$ cat src/rtl/pin_change_regs.vh
`ifndef PIN_CHANGE_REGS_VH
`define PIN_CHANGE_REGS_VH

// register byte addresses (word aligned)
`define ADDR_FIRST_RISE 12'h000
`define ADDR_FIRST_FALL 12'h004
`define ADDR_FIRST_FLAGS 12'h008
`define ADDR_SECOND_RISE 12'h00c
`define ADDR_SECOND_FALL 12'h010
`define ADDR_SECOND_FLAGS 12'h014
`define ADDR_IRQ_CONTROL 12'h018
`define ADDR_IRQ_STATUS 12'h01c
`define ADDR_IRQ_MASK 12'h020

// implemented bits of each port register
`define FIRST_PORT_MASK 8'h3f
`define SECOND_PORT_MASK 8'hf0
`define REG_RESET 8'h00

// control register: bit 0 master enable, bit 1 summary flag (read only)
`define CTRL_MASTER_BIT 0
`define CTRL_SUMMARY_BIT 1

// status / mask layout: bit 0 first port event, bit 1 second port event
`define EVT_WIDTH 2
`define EVT_FIRST_BIT 0
`define EVT_SECOND_BIT 1

`endif

$ cat src/rtl/change_flag_bank.v
`timescale 1ns/100ps
`default_nettype none
`include "pin_change_regs.vh"

module change_flag_bank #(
    parameter [7:0] IMPL_MASK = 8'hff
) (
    input wire core_clk,
    input wire rst_n,
    input wire clk_en,
    input wire [7:0] rise_en,
    input wire [7:0] fall_en,
    input wire [7:0] rise,
    input wire [7:0] fall,
    input wire wr_flags,
    input wire [7:0] wdata,
    output reg [7:0] flags,
    output wire any_event
);
    wire [7:0] hit;
    wire [7:0] next_flags;

    // flag set on enabled rising or falling edge; both may be enabled
    assign hit = ((rise & rise_en) | (fall & fall_en)) & IMPL_MASK;
    assign any_event = |hit;
    assign next_flags = ((wr_flags ? wdata : flags) | hit) & IMPL_MASK;

    always @(posedge core_clk or negedge rst_n) begin
        if (!rst_n) begin
            flags <= `REG_RESET;
        end else if (clk_en) begin
            flags <= next_flags;
        end
    end
endmodule

`default_nettype wire

$ cat src/rtl/pin_change_interrupt.v
`timescale 1ns/100ps
`default_nettype none
`include "pin_change_regs.vh"

module pin_change_interrupt (
    input wire core_clk,
    input wire nrst,
    input wire clk_en,
    input wire [5:0] first_port_pin,
    input wire [7:4] second_port_pin,
    input wire psel,
    input wire penable,
    input wire pwrite,
    input wire [11:0] paddr,
    input wire [31:0] pwdata,
    output reg [31:0] prdata,
    output reg pready,
    output reg pslverr,
    output reg change_irq,
    output reg wake_req,
    output reg irq
);
    reg rst_meta;
    reg rst_n;
    reg [7:0] first_port_rise_enable;
    reg [7:0] first_port_fall_enable;
    reg [7:0] second_port_rise_enable;
    reg [7:0] second_port_fall_enable;
    reg change_irq_master_enable;
    reg [`EVT_WIDTH-1:0] irq_status;
    reg [`EVT_WIDTH-1:0] irq_mask;
    reg [31:0] next_prdata;
    reg next_err;
    wire [7:0] first_port_change_flags;
    wire [7:0] second_port_change_flags;
    wire [7:0] first_rise;
    wire [7:0] first_fall;
    wire [7:0] second_rise;
    wire [7:0] second_fall;
    wire first_event;
    wire second_event;
    wire change_irq_summary_flag;
    wire access;
    wire wr;
    wire [`EVT_WIDTH-1:0] events;
    wire [`EVT_WIDTH-1:0] next_status;
    wire [7:0] lead_pins;
    wire [7:0] lead_rise;
    wire [7:0] lead_fall;
    wire [1:0] tail_rise;
    wire [1:0] tail_fall;
    wire sel_first_rise;
    wire sel_first_fall;
    wire sel_second_rise;
    wire sel_second_fall;
    wire sel_control;
    wire sel_mask;
    wire wr_first_rise;
    wire wr_first_fall;
    wire wr_second_rise;
    wire wr_second_fall;
    wire wr_control;
    wire wr_mask;
    wire gated_request;

    // reset released through two flops so release is synchronous
    always @(posedge core_clk or negedge nrst) begin
        if (!nrst) begin
            rst_meta <= 1'b0;
            rst_n <= 1'b0;
        end else begin
            rst_meta <= 1'b1;
            rst_n <= rst_meta;
        end
    end

    // synchronise and compare
    // first port pins sit above second port pins 7..6 in one vector
    assign lead_pins = {first_port_pin, second_port_pin[7:6]};

    pin_sync_edge #(
        .WIDTH(8)
    ) u_sync (
        .core_clk(core_clk),
        .rst_n(rst_n),
        .clk_en(clk_en),
        .pin_in(lead_pins),
        .rise(lead_rise),
        .fall(lead_fall)
    );

    // second port pins 5..4 share a second synchroniser instance
    pin_sync_edge #(
        .WIDTH(2)
    ) u_sync_b (
        .core_clk(core_clk),
        .rst_n(rst_n),
        .clk_en(clk_en),
        .pin_in(second_port_pin[5:4]),
        .rise(tail_rise),
        .fall(tail_fall)
    );

    // split the synchroniser outputs back into per-port vectors
    assign first_rise[5:0] = lead_rise[7:2];
    assign first_fall[5:0] = lead_fall[7:2];
    assign second_rise[7:6] = lead_rise[1:0];
    assign second_fall[7:6] = lead_fall[1:0];
    assign second_rise[5:4] = tail_rise;
    assign second_fall[5:4] = tail_fall;

    // unused positions of the edge vectors are tied off
    assign first_rise[7:6] = 2'h0;
    assign first_fall[7:6] = 2'h0;
    assign second_rise[3:0] = 4'h0;
    assign second_fall[3:0] = 4'h0;

    // APB: every access is taken in its first access cycle and completes one cycle later
    assign access = psel & penable & ~pready;
    assign wr = access & pwrite;

    // address decode for the plain read-write registers
    assign sel_first_rise = (paddr == `ADDR_FIRST_RISE);
    assign sel_first_fall = (paddr == `ADDR_FIRST_FALL);
    assign sel_second_rise = (paddr == `ADDR_SECOND_RISE);
    assign sel_second_fall = (paddr == `ADDR_SECOND_FALL);
    assign sel_control = (paddr == `ADDR_IRQ_CONTROL);
    assign sel_mask = (paddr == `ADDR_IRQ_MASK);

    // write strobes, one per register, only in the taken access cycle
    assign wr_first_rise = wr & sel_first_rise;
    assign wr_first_fall = wr & sel_first_fall;
    assign wr_second_rise = wr & sel_second_rise;
    assign wr_second_fall = wr & sel_second_fall;
    assign wr_control = wr & sel_control;
    assign wr_mask = wr & sel_mask;

    // first port edges, rising or falling, flag set
    change_flag_bank #(
        .IMPL_MASK(`FIRST_PORT_MASK)
    ) u_first (
        .core_clk(core_clk),
        .rst_n(rst_n),
        .clk_en(clk_en),
        .rise_en(first_port_rise_enable),
        .fall_en(first_port_fall_enable),
        .rise(first_rise),
        .fall(first_fall),
        .wr_flags(wr && paddr == `ADDR_FIRST_FLAGS),
        .wdata(pwdata[7:0]),
        .flags(first_port_change_flags),
        .any_event(first_event)
    );

    // second port edges, rising or falling, flag set
    change_flag_bank #(
        .IMPL_MASK(`SECOND_PORT_MASK)
    ) u_second (
        .core_clk(core_clk),
        .rst_n(rst_n),
        .clk_en(clk_en),
        .rise_en(second_port_rise_enable),
        .fall_en(second_port_fall_enable),
        .rise(second_rise),
        .fall(second_fall),
        .wr_flags(wr && paddr == `ADDR_SECOND_FLAGS),
        .wdata(pwdata[7:0]),
        .flags(second_port_change_flags),
        .any_event(second_event)
    );

    assign change_irq_summary_flag = (|first_port_change_flags) | (|second_port_change_flags);

    // sticky event status, set beats write-one-to-clear
    assign events = {second_event, first_event};
    assign next_status = (wr && paddr == `ADDR_IRQ_STATUS) ?
        ((irq_status & ~pwdata[`EVT_WIDTH-1:0]) | events) : (irq_status | events);

    // first port rise enables, unimplemented bits stay zero
    always @(posedge core_clk or negedge rst_n) begin
        if (!rst_n) begin
            first_port_rise_enable <= `REG_RESET;
        end else if (clk_en && wr_first_rise) begin
            first_port_rise_enable <= pwdata[7:0] & `FIRST_PORT_MASK;
        end
    end

    // first port fall enables, unimplemented bits stay zero
    always @(posedge core_clk or negedge rst_n) begin
        if (!rst_n) begin
            first_port_fall_enable <= `REG_RESET;
        end else if (clk_en && wr_first_fall) begin
            first_port_fall_enable <= pwdata[7:0] & `FIRST_PORT_MASK;
        end
    end

    // second port rise enables, low nibble unimplemented
    always @(posedge core_clk or negedge rst_n) begin
        if (!rst_n) begin
            second_port_rise_enable <= `REG_RESET;
        end else if (clk_en && wr_second_rise) begin
            second_port_rise_enable <= pwdata[7:0] & `SECOND_PORT_MASK;
        end
    end

    // second port fall enables, low nibble unimplemented
    always @(posedge core_clk or negedge rst_n) begin
        if (!rst_n) begin
            second_port_fall_enable <= `REG_RESET;
        end else if (clk_en && wr_second_fall) begin
            second_port_fall_enable <= pwdata[7:0] & `SECOND_PORT_MASK;
        end
    end

    // master enable; summary bit of the control word is read only
    always @(posedge core_clk or negedge rst_n) begin
        if (!rst_n) begin
            change_irq_master_enable <= 1'b0;
        end else if (clk_en && wr_control) begin
            change_irq_master_enable <= pwdata[`CTRL_MASTER_BIT];
        end
    end

    // event mask, same layout as the status word
    always @(posedge core_clk or negedge rst_n) begin
        if (!rst_n) begin
            irq_mask <= {`EVT_WIDTH{1'b0}};
        end else if (clk_en && wr_mask) begin
            irq_mask <= pwdata[`EVT_WIDTH-1:0];
        end
    end

    // sticky status, updated every enabled cycle so no event is missed
    always @(posedge core_clk or negedge rst_n) begin
        if (!rst_n) begin
            irq_status <= {`EVT_WIDTH{1'b0}};
        end else if (clk_en) begin
            irq_status <= next_status;
        end
    end

    // read mux; unmapped addresses answer with an error
    always @* begin
        next_prdata = 32'h0000_0000;
        next_err = 1'b0;
        if (paddr == `ADDR_FIRST_RISE) begin
            next_prdata[7:0] = first_port_rise_enable;
        end else if (paddr == `ADDR_FIRST_FALL) begin
            next_prdata[7:0] = first_port_fall_enable;
        end else if (paddr == `ADDR_FIRST_FLAGS) begin
            next_prdata[7:0] = first_port_change_flags;
        end else if (paddr == `ADDR_SECOND_RISE) begin
            next_prdata[7:0] = second_port_rise_enable;
        end else if (paddr == `ADDR_SECOND_FALL) begin
            next_prdata[7:0] = second_port_fall_enable;
        end else if (paddr == `ADDR_SECOND_FLAGS) begin
            next_prdata[7:0] = second_port_change_flags;
        end else if (paddr == `ADDR_IRQ_CONTROL) begin
            next_prdata[`CTRL_MASTER_BIT] = change_irq_master_enable;
            next_prdata[`CTRL_SUMMARY_BIT] = change_irq_summary_flag;
        end else if (paddr == `ADDR_IRQ_STATUS) begin
            next_prdata[`EVT_WIDTH-1:0] = irq_status;
        end else if (paddr == `ADDR_IRQ_MASK) begin
            next_prdata[`EVT_WIDTH-1:0] = irq_mask;
        end else begin
            next_err = 1'b1;
        end
    end

    // bus answer: pready one cycle after penable rises
    always @(posedge core_clk or negedge rst_n) begin
        if (!rst_n) begin
            pready <= 1'b0;
            pslverr <= 1'b0;
        end else if (clk_en) begin
            pready <= access;
            pslverr <= access & next_err;
        end
    end

    // read data loads only on a read, so it holds between reads
    always @(posedge core_clk or negedge rst_n) begin
        if (!rst_n) begin
            prdata <= 32'h0000_0000;
        end else if (clk_en && access && !pwrite) begin
            prdata <= next_prdata;
        end
    end

    // gated by master enable; detection runs regardless
    assign gated_request = change_irq_summary_flag & change_irq_master_enable;

    // change interrupt registered so the pin comes from a flop
    always @(posedge core_clk or negedge rst_n) begin
        if (!rst_n) begin
            change_irq <= 1'b0;
        end else if (clk_en) begin
            change_irq <= gated_request;
        end
    end

    // wake when enabled, flags set first
    always @(posedge core_clk or negedge rst_n) begin
        if (!rst_n) begin
            wake_req <= 1'b0;
        end else if (clk_en) begin
            wake_req <= gated_request;
        end
    end

    // event interrupt, one cycle behind the status it reflects
    always @(posedge core_clk or negedge rst_n) begin
        if (!rst_n) begin
            irq <= 1'b0;
        end else if (clk_en) begin
            irq <= |(irq_status & irq_mask);
        end
    end
endmodule

`default_nettype wire

$ cat src/rtl/pin_sync_edge.v
`timescale 1ns/100ps
`default_nettype none
`include "pin_change_regs.vh"

module pin_sync_edge #(
    parameter WIDTH = 8
) (
    input wire core_clk,
    input wire rst_n,
    input wire clk_en,
    input wire [WIDTH-1:0] pin_in,
    output wire [WIDTH-1:0] rise,
    output wire [WIDTH-1:0] fall
);
    reg [WIDTH-1:0] meta;
    reg [WIDTH-1:0] sync;
    reg [WIDTH-1:0] prev;

    // two-stage synchroniser, then one history stage for comparison
    always @(posedge core_clk or negedge rst_n) begin
        if (!rst_n) begin
            meta <= {WIDTH{1'b0}};
            sync <= {WIDTH{1'b0}};
            prev <= {WIDTH{1'b0}};
        end else if (clk_en) begin
            meta <= pin_in;
            sync <= meta;
            prev <= sync;
        end
    end

    // one-cycle pulses per pin; only sync and prev are compared
    genvar i;
    generate
        for (i = 0; i < WIDTH; i = i + 1) begin : g_edge
            assign rise[i] = sync[i] & ~prev[i];
            assign fall[i] = ~sync[i] & prev[i];
        end
    endgenerate
endmodule

`default_nettype wire

$ cat config.mk
export PLATFORM = sky130hd
export DESIGN_NAME = pin_change_interrupt
export DESIGN_NICKNAME = d
export VERILOG_FILES = /design/src/rtl/change_flag_bank.v /design/src/rtl/pin_change_interrupt.v /design/src/rtl/pin_sync_edge.v
export VERILOG_INCLUDE_DIRS = /design/src /design/src/rtl
export SDC_FILE = /design/constraint.sdc
export NUM_CORES = 1
export LEC_CHECK = 0
export BUFFER_PORTS_ARGS = -buffer_cell sky130_fd_sc_hd__buf_2
export CAP_MARGIN = 20
export CELL_PAD_IN_SITES_DETAIL_PLACEMENT = 1
export CELL_PAD_IN_SITES_GLOBAL_PLACEMENT = 2
export CORE_MARGIN = 4
export CORE_UTILIZATION = 30
export DETAILED_ROUTE_END_ITERATION = 6
export GPL_TIMING_DRIVEN = 1
export HOLD_SLACK_MARGIN = 0.08
export PLACE_DENSITY_LB_ADDON = 0.1
export SKIP_CTS_REPAIR_TIMING = 1
export SLEW_MARGIN = 20
export SYNTH_ARGS = -nofsm -noshare
export SYNTH_HDL_FRONTEND = slang
export SYNTH_SLANG_ARGS = --single-unit
$ cat constraint.sdc
create_clock -name core_clk -period 4.85 [get_ports core_clk]
set_clock_uncertainty 0.15 [all_clocks]
set_input_delay 0.7275 -clock core_clk [delete_from_list [all_inputs] [get_ports core_clk]]
set_output_delay 0.7275 -clock core_clk [all_outputs]
set_load 0.05 [all_outputs]
# Word-level counts from Yosys, hierarchy flattened
# Cells that the tools add are included.
[totals]
ff_bits = 79
out_inout_bits = 37
wordCells = 136
in_bits = 60
[classes]
n_reduce_logical = 18
eq_ne = 8
mux = 22
bitwise = 66
[ops]
columns = ["operator", "n"]
rows = [
  ["12-bit by 5-bit equality test with 1-bit output (second input constant)", 4],
  ["8-bit 2-to-1 mux", 6],
  ["1-bit AND", 31],
  ["12-bit by 4-bit equality test with 1-bit output (second input constant)", 2],
  ["1-bit NOT", 21],
  ["8-bit AND", 2],
  ["8-bit OR", 2],
  ["6-bit AND", 2],
  ["12-bit by 3-bit equality test with 1-bit output (second input constant)", 1],
  ["12-bit by 6-bit equality test with 1-bit output (second input constant)", 1],
  ["12-bit zero test", 1],
  ["6-bit 2-to-1 mux", 2],
  ["6-bit OR", 2],
  ["6-bit OR reduction", 2],
  ["1-bit logical AND", 11],
  ["2-bit 2-to-1 mux", 5],
  ["1-bit 2-to-1 mux", 9],
  ["4-bit OR reduction", 2],
  ["2-bit AND", 2],
  ["2-bit OR", 2],
  ["2-bit NOT", 1],
  ["2-bit OR reduction", 1],
  ["1-bit zero test", 1],
  ["1-bit OR", 1],
]

# Depth between registers and ports, before layout
[depth]
depth_word = 11
mapped_depth = 6
mapped_depth_nobuf = 5

# Modules after synthesis
# From an unflattened synthesis, not the netlist that was laid out.
[unflattened]
hier_cells = 384
area_unflattened_um2 = 4321.6
[modules_own_cells]
columns = ["module", "seq_area_each_um2", "area_each_um2", "n_inst", "cells_each"]
rows = [
  ["pin_change_interrupt", 975.9, 2351.0, 1, 246],
  ["pin_sync_edge (u_sync)", 600.6, 1097.3, 1, 67],
  ["change_flag_bank (u_first)", 150.1, 346.6, 1, 31],
  ["pin_sync_edge (u_sync_b)", 150.1, 276.5, 1, 17],
  ["change_flag_bank (u_second)", 100.1, 250.2, 1, 23],
]

# Worst setup path after synthesis
# OpenSTA, ideal clock, no wires.
[synth_timing]
path_type = "input port to flip-flop"
from = "in paddr[7]"
to = "reg irq_mask[0]"
cell_stages = 5
setup_slack_ps = 2441
path_buffers = 1
required_time_ps = 4575
arrival_ps = 2134
setup_ps = 125
path_cell_list = "nor4_4 > nand4_4 > buf_2 > nor4b_4 > mux2_2"
[synth_via]
elab_chain_len = 3
[synth_rtl]
columns = ["element", "line_no", "text"]
rows = [
  ["start: declaration", "pin_change_interrupt.v:14", "input wire [11:0] paddr,"],
  ["12-bit by 6-bit equality test with 1-bit output (no line)", "-", ""],
  ["1-bit AND", "pin_change_interrupt.v:136", "assign wr_mask = wr & sel_mask;"],
  ["1-bit logical AND", "pin_change_interrupt.v:228", "end else if (clk_en && wr_mask) begin"],
  ["end signal: assignment", "pin_change_interrupt.v:227", "irq_mask <= {`EVT_WIDTH{1'b0}};"],
  ["end signal: assignment", "pin_change_interrupt.v:229", "irq_mask <= pwdata[`EVT_WIDTH-1:0];"],
  ["end: declaration", "pin_change_interrupt.v:31", "reg [`EVT_WIDTH-1:0] irq_mask;"],
]
# Every way passes these cells.
# A chain may end at the register's enable or synchronous reset.

# Worst setup path in the final report
[layout_timing]
from = "in paddr[3]"
to = "reg first_port_rise_enable[2]"
[layout_via]
elab_chain_len = 3
[layout_rtl]
columns = ["element", "line_no", "text"]
rows = [
  ["12-bit zero test (no line)", "-", ""],
  ["1-bit AND", "pin_change_interrupt.v:131", "assign wr_first_rise = wr & sel_first_rise;"],
  ["1-bit logical AND", "pin_change_interrupt.v:183", "end else if (clk_en && wr_first_rise) begin"],
  ["end signal: assignment", "pin_change_interrupt.v:182", "first_port_rise_enable <= `REG_RESET;"],
  ["end signal: assignment", "pin_change_interrupt.v:184", "first_port_rise_enable <= pwdata[7:0] & `FIRST_PORT_MASK;"],
  ["end: declaration", "pin_change_interrupt.v:25", "reg [7:0] first_port_rise_enable;"],
]
# Every way passes these cells.

==> results.json <==
{
  "dieArea_sq_um": 15100,
  "slowest_stage": "nor3_1",
  "die_h_um": 123,
  "core_area_sq_um": 12800,
  "place.gp.congestion": 0.759,
  "clkPwrFrac_pct": 40.3,
  "crit_buf_inv": 1,
  "start_kind": "input port",
  "layout.nets": 466,
  "power.switching_w": 0.000404,
  "n_antenna_cell": 0,
  "drt_wl_total_um": 10200,
  "avgViaCountPerCell": 4.80,
  "path_cells": "buf_2, nor3_1, nand2b_1, nor4_4, mux2_2",
  "min_period_ps": 2610,
  "post-route-period-util_pct": 53.8,
  "design.portCount": 97,
  "rsz0062_at_grt": "no",
  "synth_enable_flop_cells": 0,
  "p_int_w": 0.00112,
  "rows": 41,
  "max_slew_margin_pct": 56.3,
  "clockBufferDepth": 2,
  "drc_errors": 0,
  "cp.arrival_ps": 2680,
  "grt_pass1_wl_um": 16200,
  "die_w_um": 123,
  "max_cap_viol_count": 0,
  "p_leak_nw": 2.03,
  "post-synth-top-count-cell": "dfrtp_1",
  "hold_violations": 0,
  "start_util_pct": 31.1,
  "place.port_buffers": 48,
  "drt_iter0_drc": 91,
  "yosys_warnings": 0,
  "wl_per_cell_um": 17.5,
  "antenna_found_initial": 0,
  "tightest_slew_ps": 651,
  "grt_max_degree": 78,
  "ant_nets": 0,
  "numCtsBuffers": 9,
  "criticalPathCategory": "input port to register",
  "root_buffer": "clkbuf_16",
  "vias": 2793,
  "area_growth_pct": 15.5,
  "setup_tns_ps": 0,
  "synth_ff_type": "dfrtp_1",
  "fmax_mhz": 383,
  "ys_types": 46,
  "synth_common_cells": "79 x dfrtp_1, 54 x mux2_2, 49 x nand2_1",
  "clk_pin_slew_ps": 60,
  "overflow": 0,
  "syn_area_sq_um": 3970,
  "irDropWorstVdd_mv": 0.168,
  "slowest_delay_ps": 540,
  "cts_tree": "done",
  "cts_sinks": 79,
  "p_sw_share_pct": 26.5,
  "cp_max_fo": 13,
  "htreeDepth": 3,
  "clock_latency_ps": 340,
  "final_util_pct": 35.9,
  "required_ps": 4920,
  "synth_seq_cells": 79,
  "p_per_area_nw_per_um2": 333,
  "setup_viol": 0,
  "grt_pass1_vias": 2829,
  "synth_top_area_share_pct": 49.8,
  "pwr-share-comb_pct": 11.5,
  "ys_seq_area_share_pct": 49.8,
  "report.final.slew_viol_count": 0,
  "min_path_type": "register to async pin",
  "cp_top_family": "simple AND/OR/NAND/NOR gates",
  "hpwl_um": 7340,
  "ys_top_cells_by_area": "dfrtp_1 50%, mux2_2 15%, buf_4 4.7%",
  "avgSynthCellArea_sq_um": 11.1,
  "endpoint_kind": "register",
  "p_seq_share_pct": 48.2,
  "drive_gt1_share_pct": 31.7,
  "synthArstFlopShare_pct": 100,
  "syn_inst": 358,
  "outcome": "finished clean",
  "drtPass1Iterations": 4,
  "grtUsageTotal_pct": 14.5,
  "synth_top_cell_by_area": "dfrtp_1"
}
kinds of logic after synthesis:
kind of cell / Yosys count / synth area share [%]
AO/OA/AOI/OAI: 55 / 8.51
buffers and inverters: 43 / 6.52
flip-flops: 79 / 49.8
multiplexers: 62 / 17.6
other: 2 / 0.189
AND/OR/NAND/NOR: 117 / 17.3
worst register-to-register path: stages, from the launching register on:
cell	delay [ps]
dfrtp_1	390
and4b_1	370
nand4_4	310
nor4_4	610
mux2_2	400
layout by cell type (no fill, tap or decap), types with 4 or more instances in the layout:
cell type / netlist / routed
o21ai_0: 26 / 26
clkbuf_16: 0 / 9
mux2_2: 54 / 54
nand3_1: 11 / 11
nand3b_1: 10 / 10
nor2_1: 11 / 11
inv_1: 5 / 5
a22o_1: 4 / 4
a21oi_1: 7 / 7
conb_1: 2 / 25
dfrtp_1: 79 / 78
nand2_1: 49 / 49
nor4_1: 6 / 6
nand2b_1: 4 / 4
clkbuf_1: 5 / 4
buf_2: 3 / 48
mux2i_1: 7 / 7
state kept, by name (all words and copies together) (netlist names), 4 cells and up:
name and cells:
prdata 8, u_sync.meta 8, u_sync.prev 8, u_sync.sync 8
first_port_fall_enable 6, first_port_rise_enable 6, u_first.flags 6, second_port_fall_enable 4
second_port_rise_enable 4, u_second.flags 4
cell type report:
| type | count | area [sq um] |
|---|---|---|
| flip-flops and latches | 79 | 1980 |
| inverters | 5 | 18.8 |
| multi-input cells | 259 | 1820 |
| well taps | 172 | 215 |
| fillers | 1412 | 8190 |
| clock inverters | 1 | 5.00 |
| repair buffers | 52 | 293 |
| clock buffers | 14 | 254 |
metal layers:
layer	part of all wire, %	routed length (um)	vias to the layer above	GRT usage (%)
met3	4.0	410	12	3.20
li1	-	-	1339	-
met5	0	0	-	0
met2	47	4750	49	21.8
met1	48	4850	1393	20.2
met4	1.9	195	0	6.44
worst paths after layout:
kind	cells past startpoint	slack (ps)	to	from
max in group asynchronous	1	3860	prdata[2]$_DFFE_PN0P_	rst_n$_DFF_PN0_
min reg2reg	0	100	u_sync_b.meta[1]$_DFFE_PN0P_	rst_n$_DFF_PN0_
min	0	100	u_sync_b.meta[1]$_DFFE_PN0P_	rst_n$_DFF_PN0_
max	5	2240	first_port_rise_enable[2]$_DFFE_PN0P_	paddr[3]
max reg2reg	4	2500	first_port_fall_enable[0]$_DFFE_PN0P_	pready$_DFFE_PN0P_
min in group core_clk	0	200	rst_n$_DFF_PN0_	rst_meta$_DFF_PN0_
stage by stage:
stage	instance area [sq um]	setup WS [ps]	total power (W)	hold slack (ps)	cells
2_1_floorplan	4060	2340	0.000885	181	381
3_3_place_gp	4290	1790	0.000918	188	565
3_5_place_dp	4290	1830	0.000922	192	565
4_1_cts	4550	2180	0.00155	-4.23	580
5_1_grt	4590	2030	0.00160	138	582
6_report	4590	2240	0.00153	96.2	582
power groups by stage:
stage | sequential (W) | combinational [W] | clock, W
2_1_floorplan | 0.000758 | 0.000127 | 0
3_3_place_gp | 0.000755 | 0.000162 | 0
3_5_place_dp | 0.000758 | 0.000165 | 0
4_1_cts | 0.000746 | 0.000165 | 0.000640
5_1_grt | 0.000744 | 0.000190 | 0.000666
6_report | 0.000736 | 0.000175 | 0.000615
Note: power is estimated with default switching activity, not from simulation.
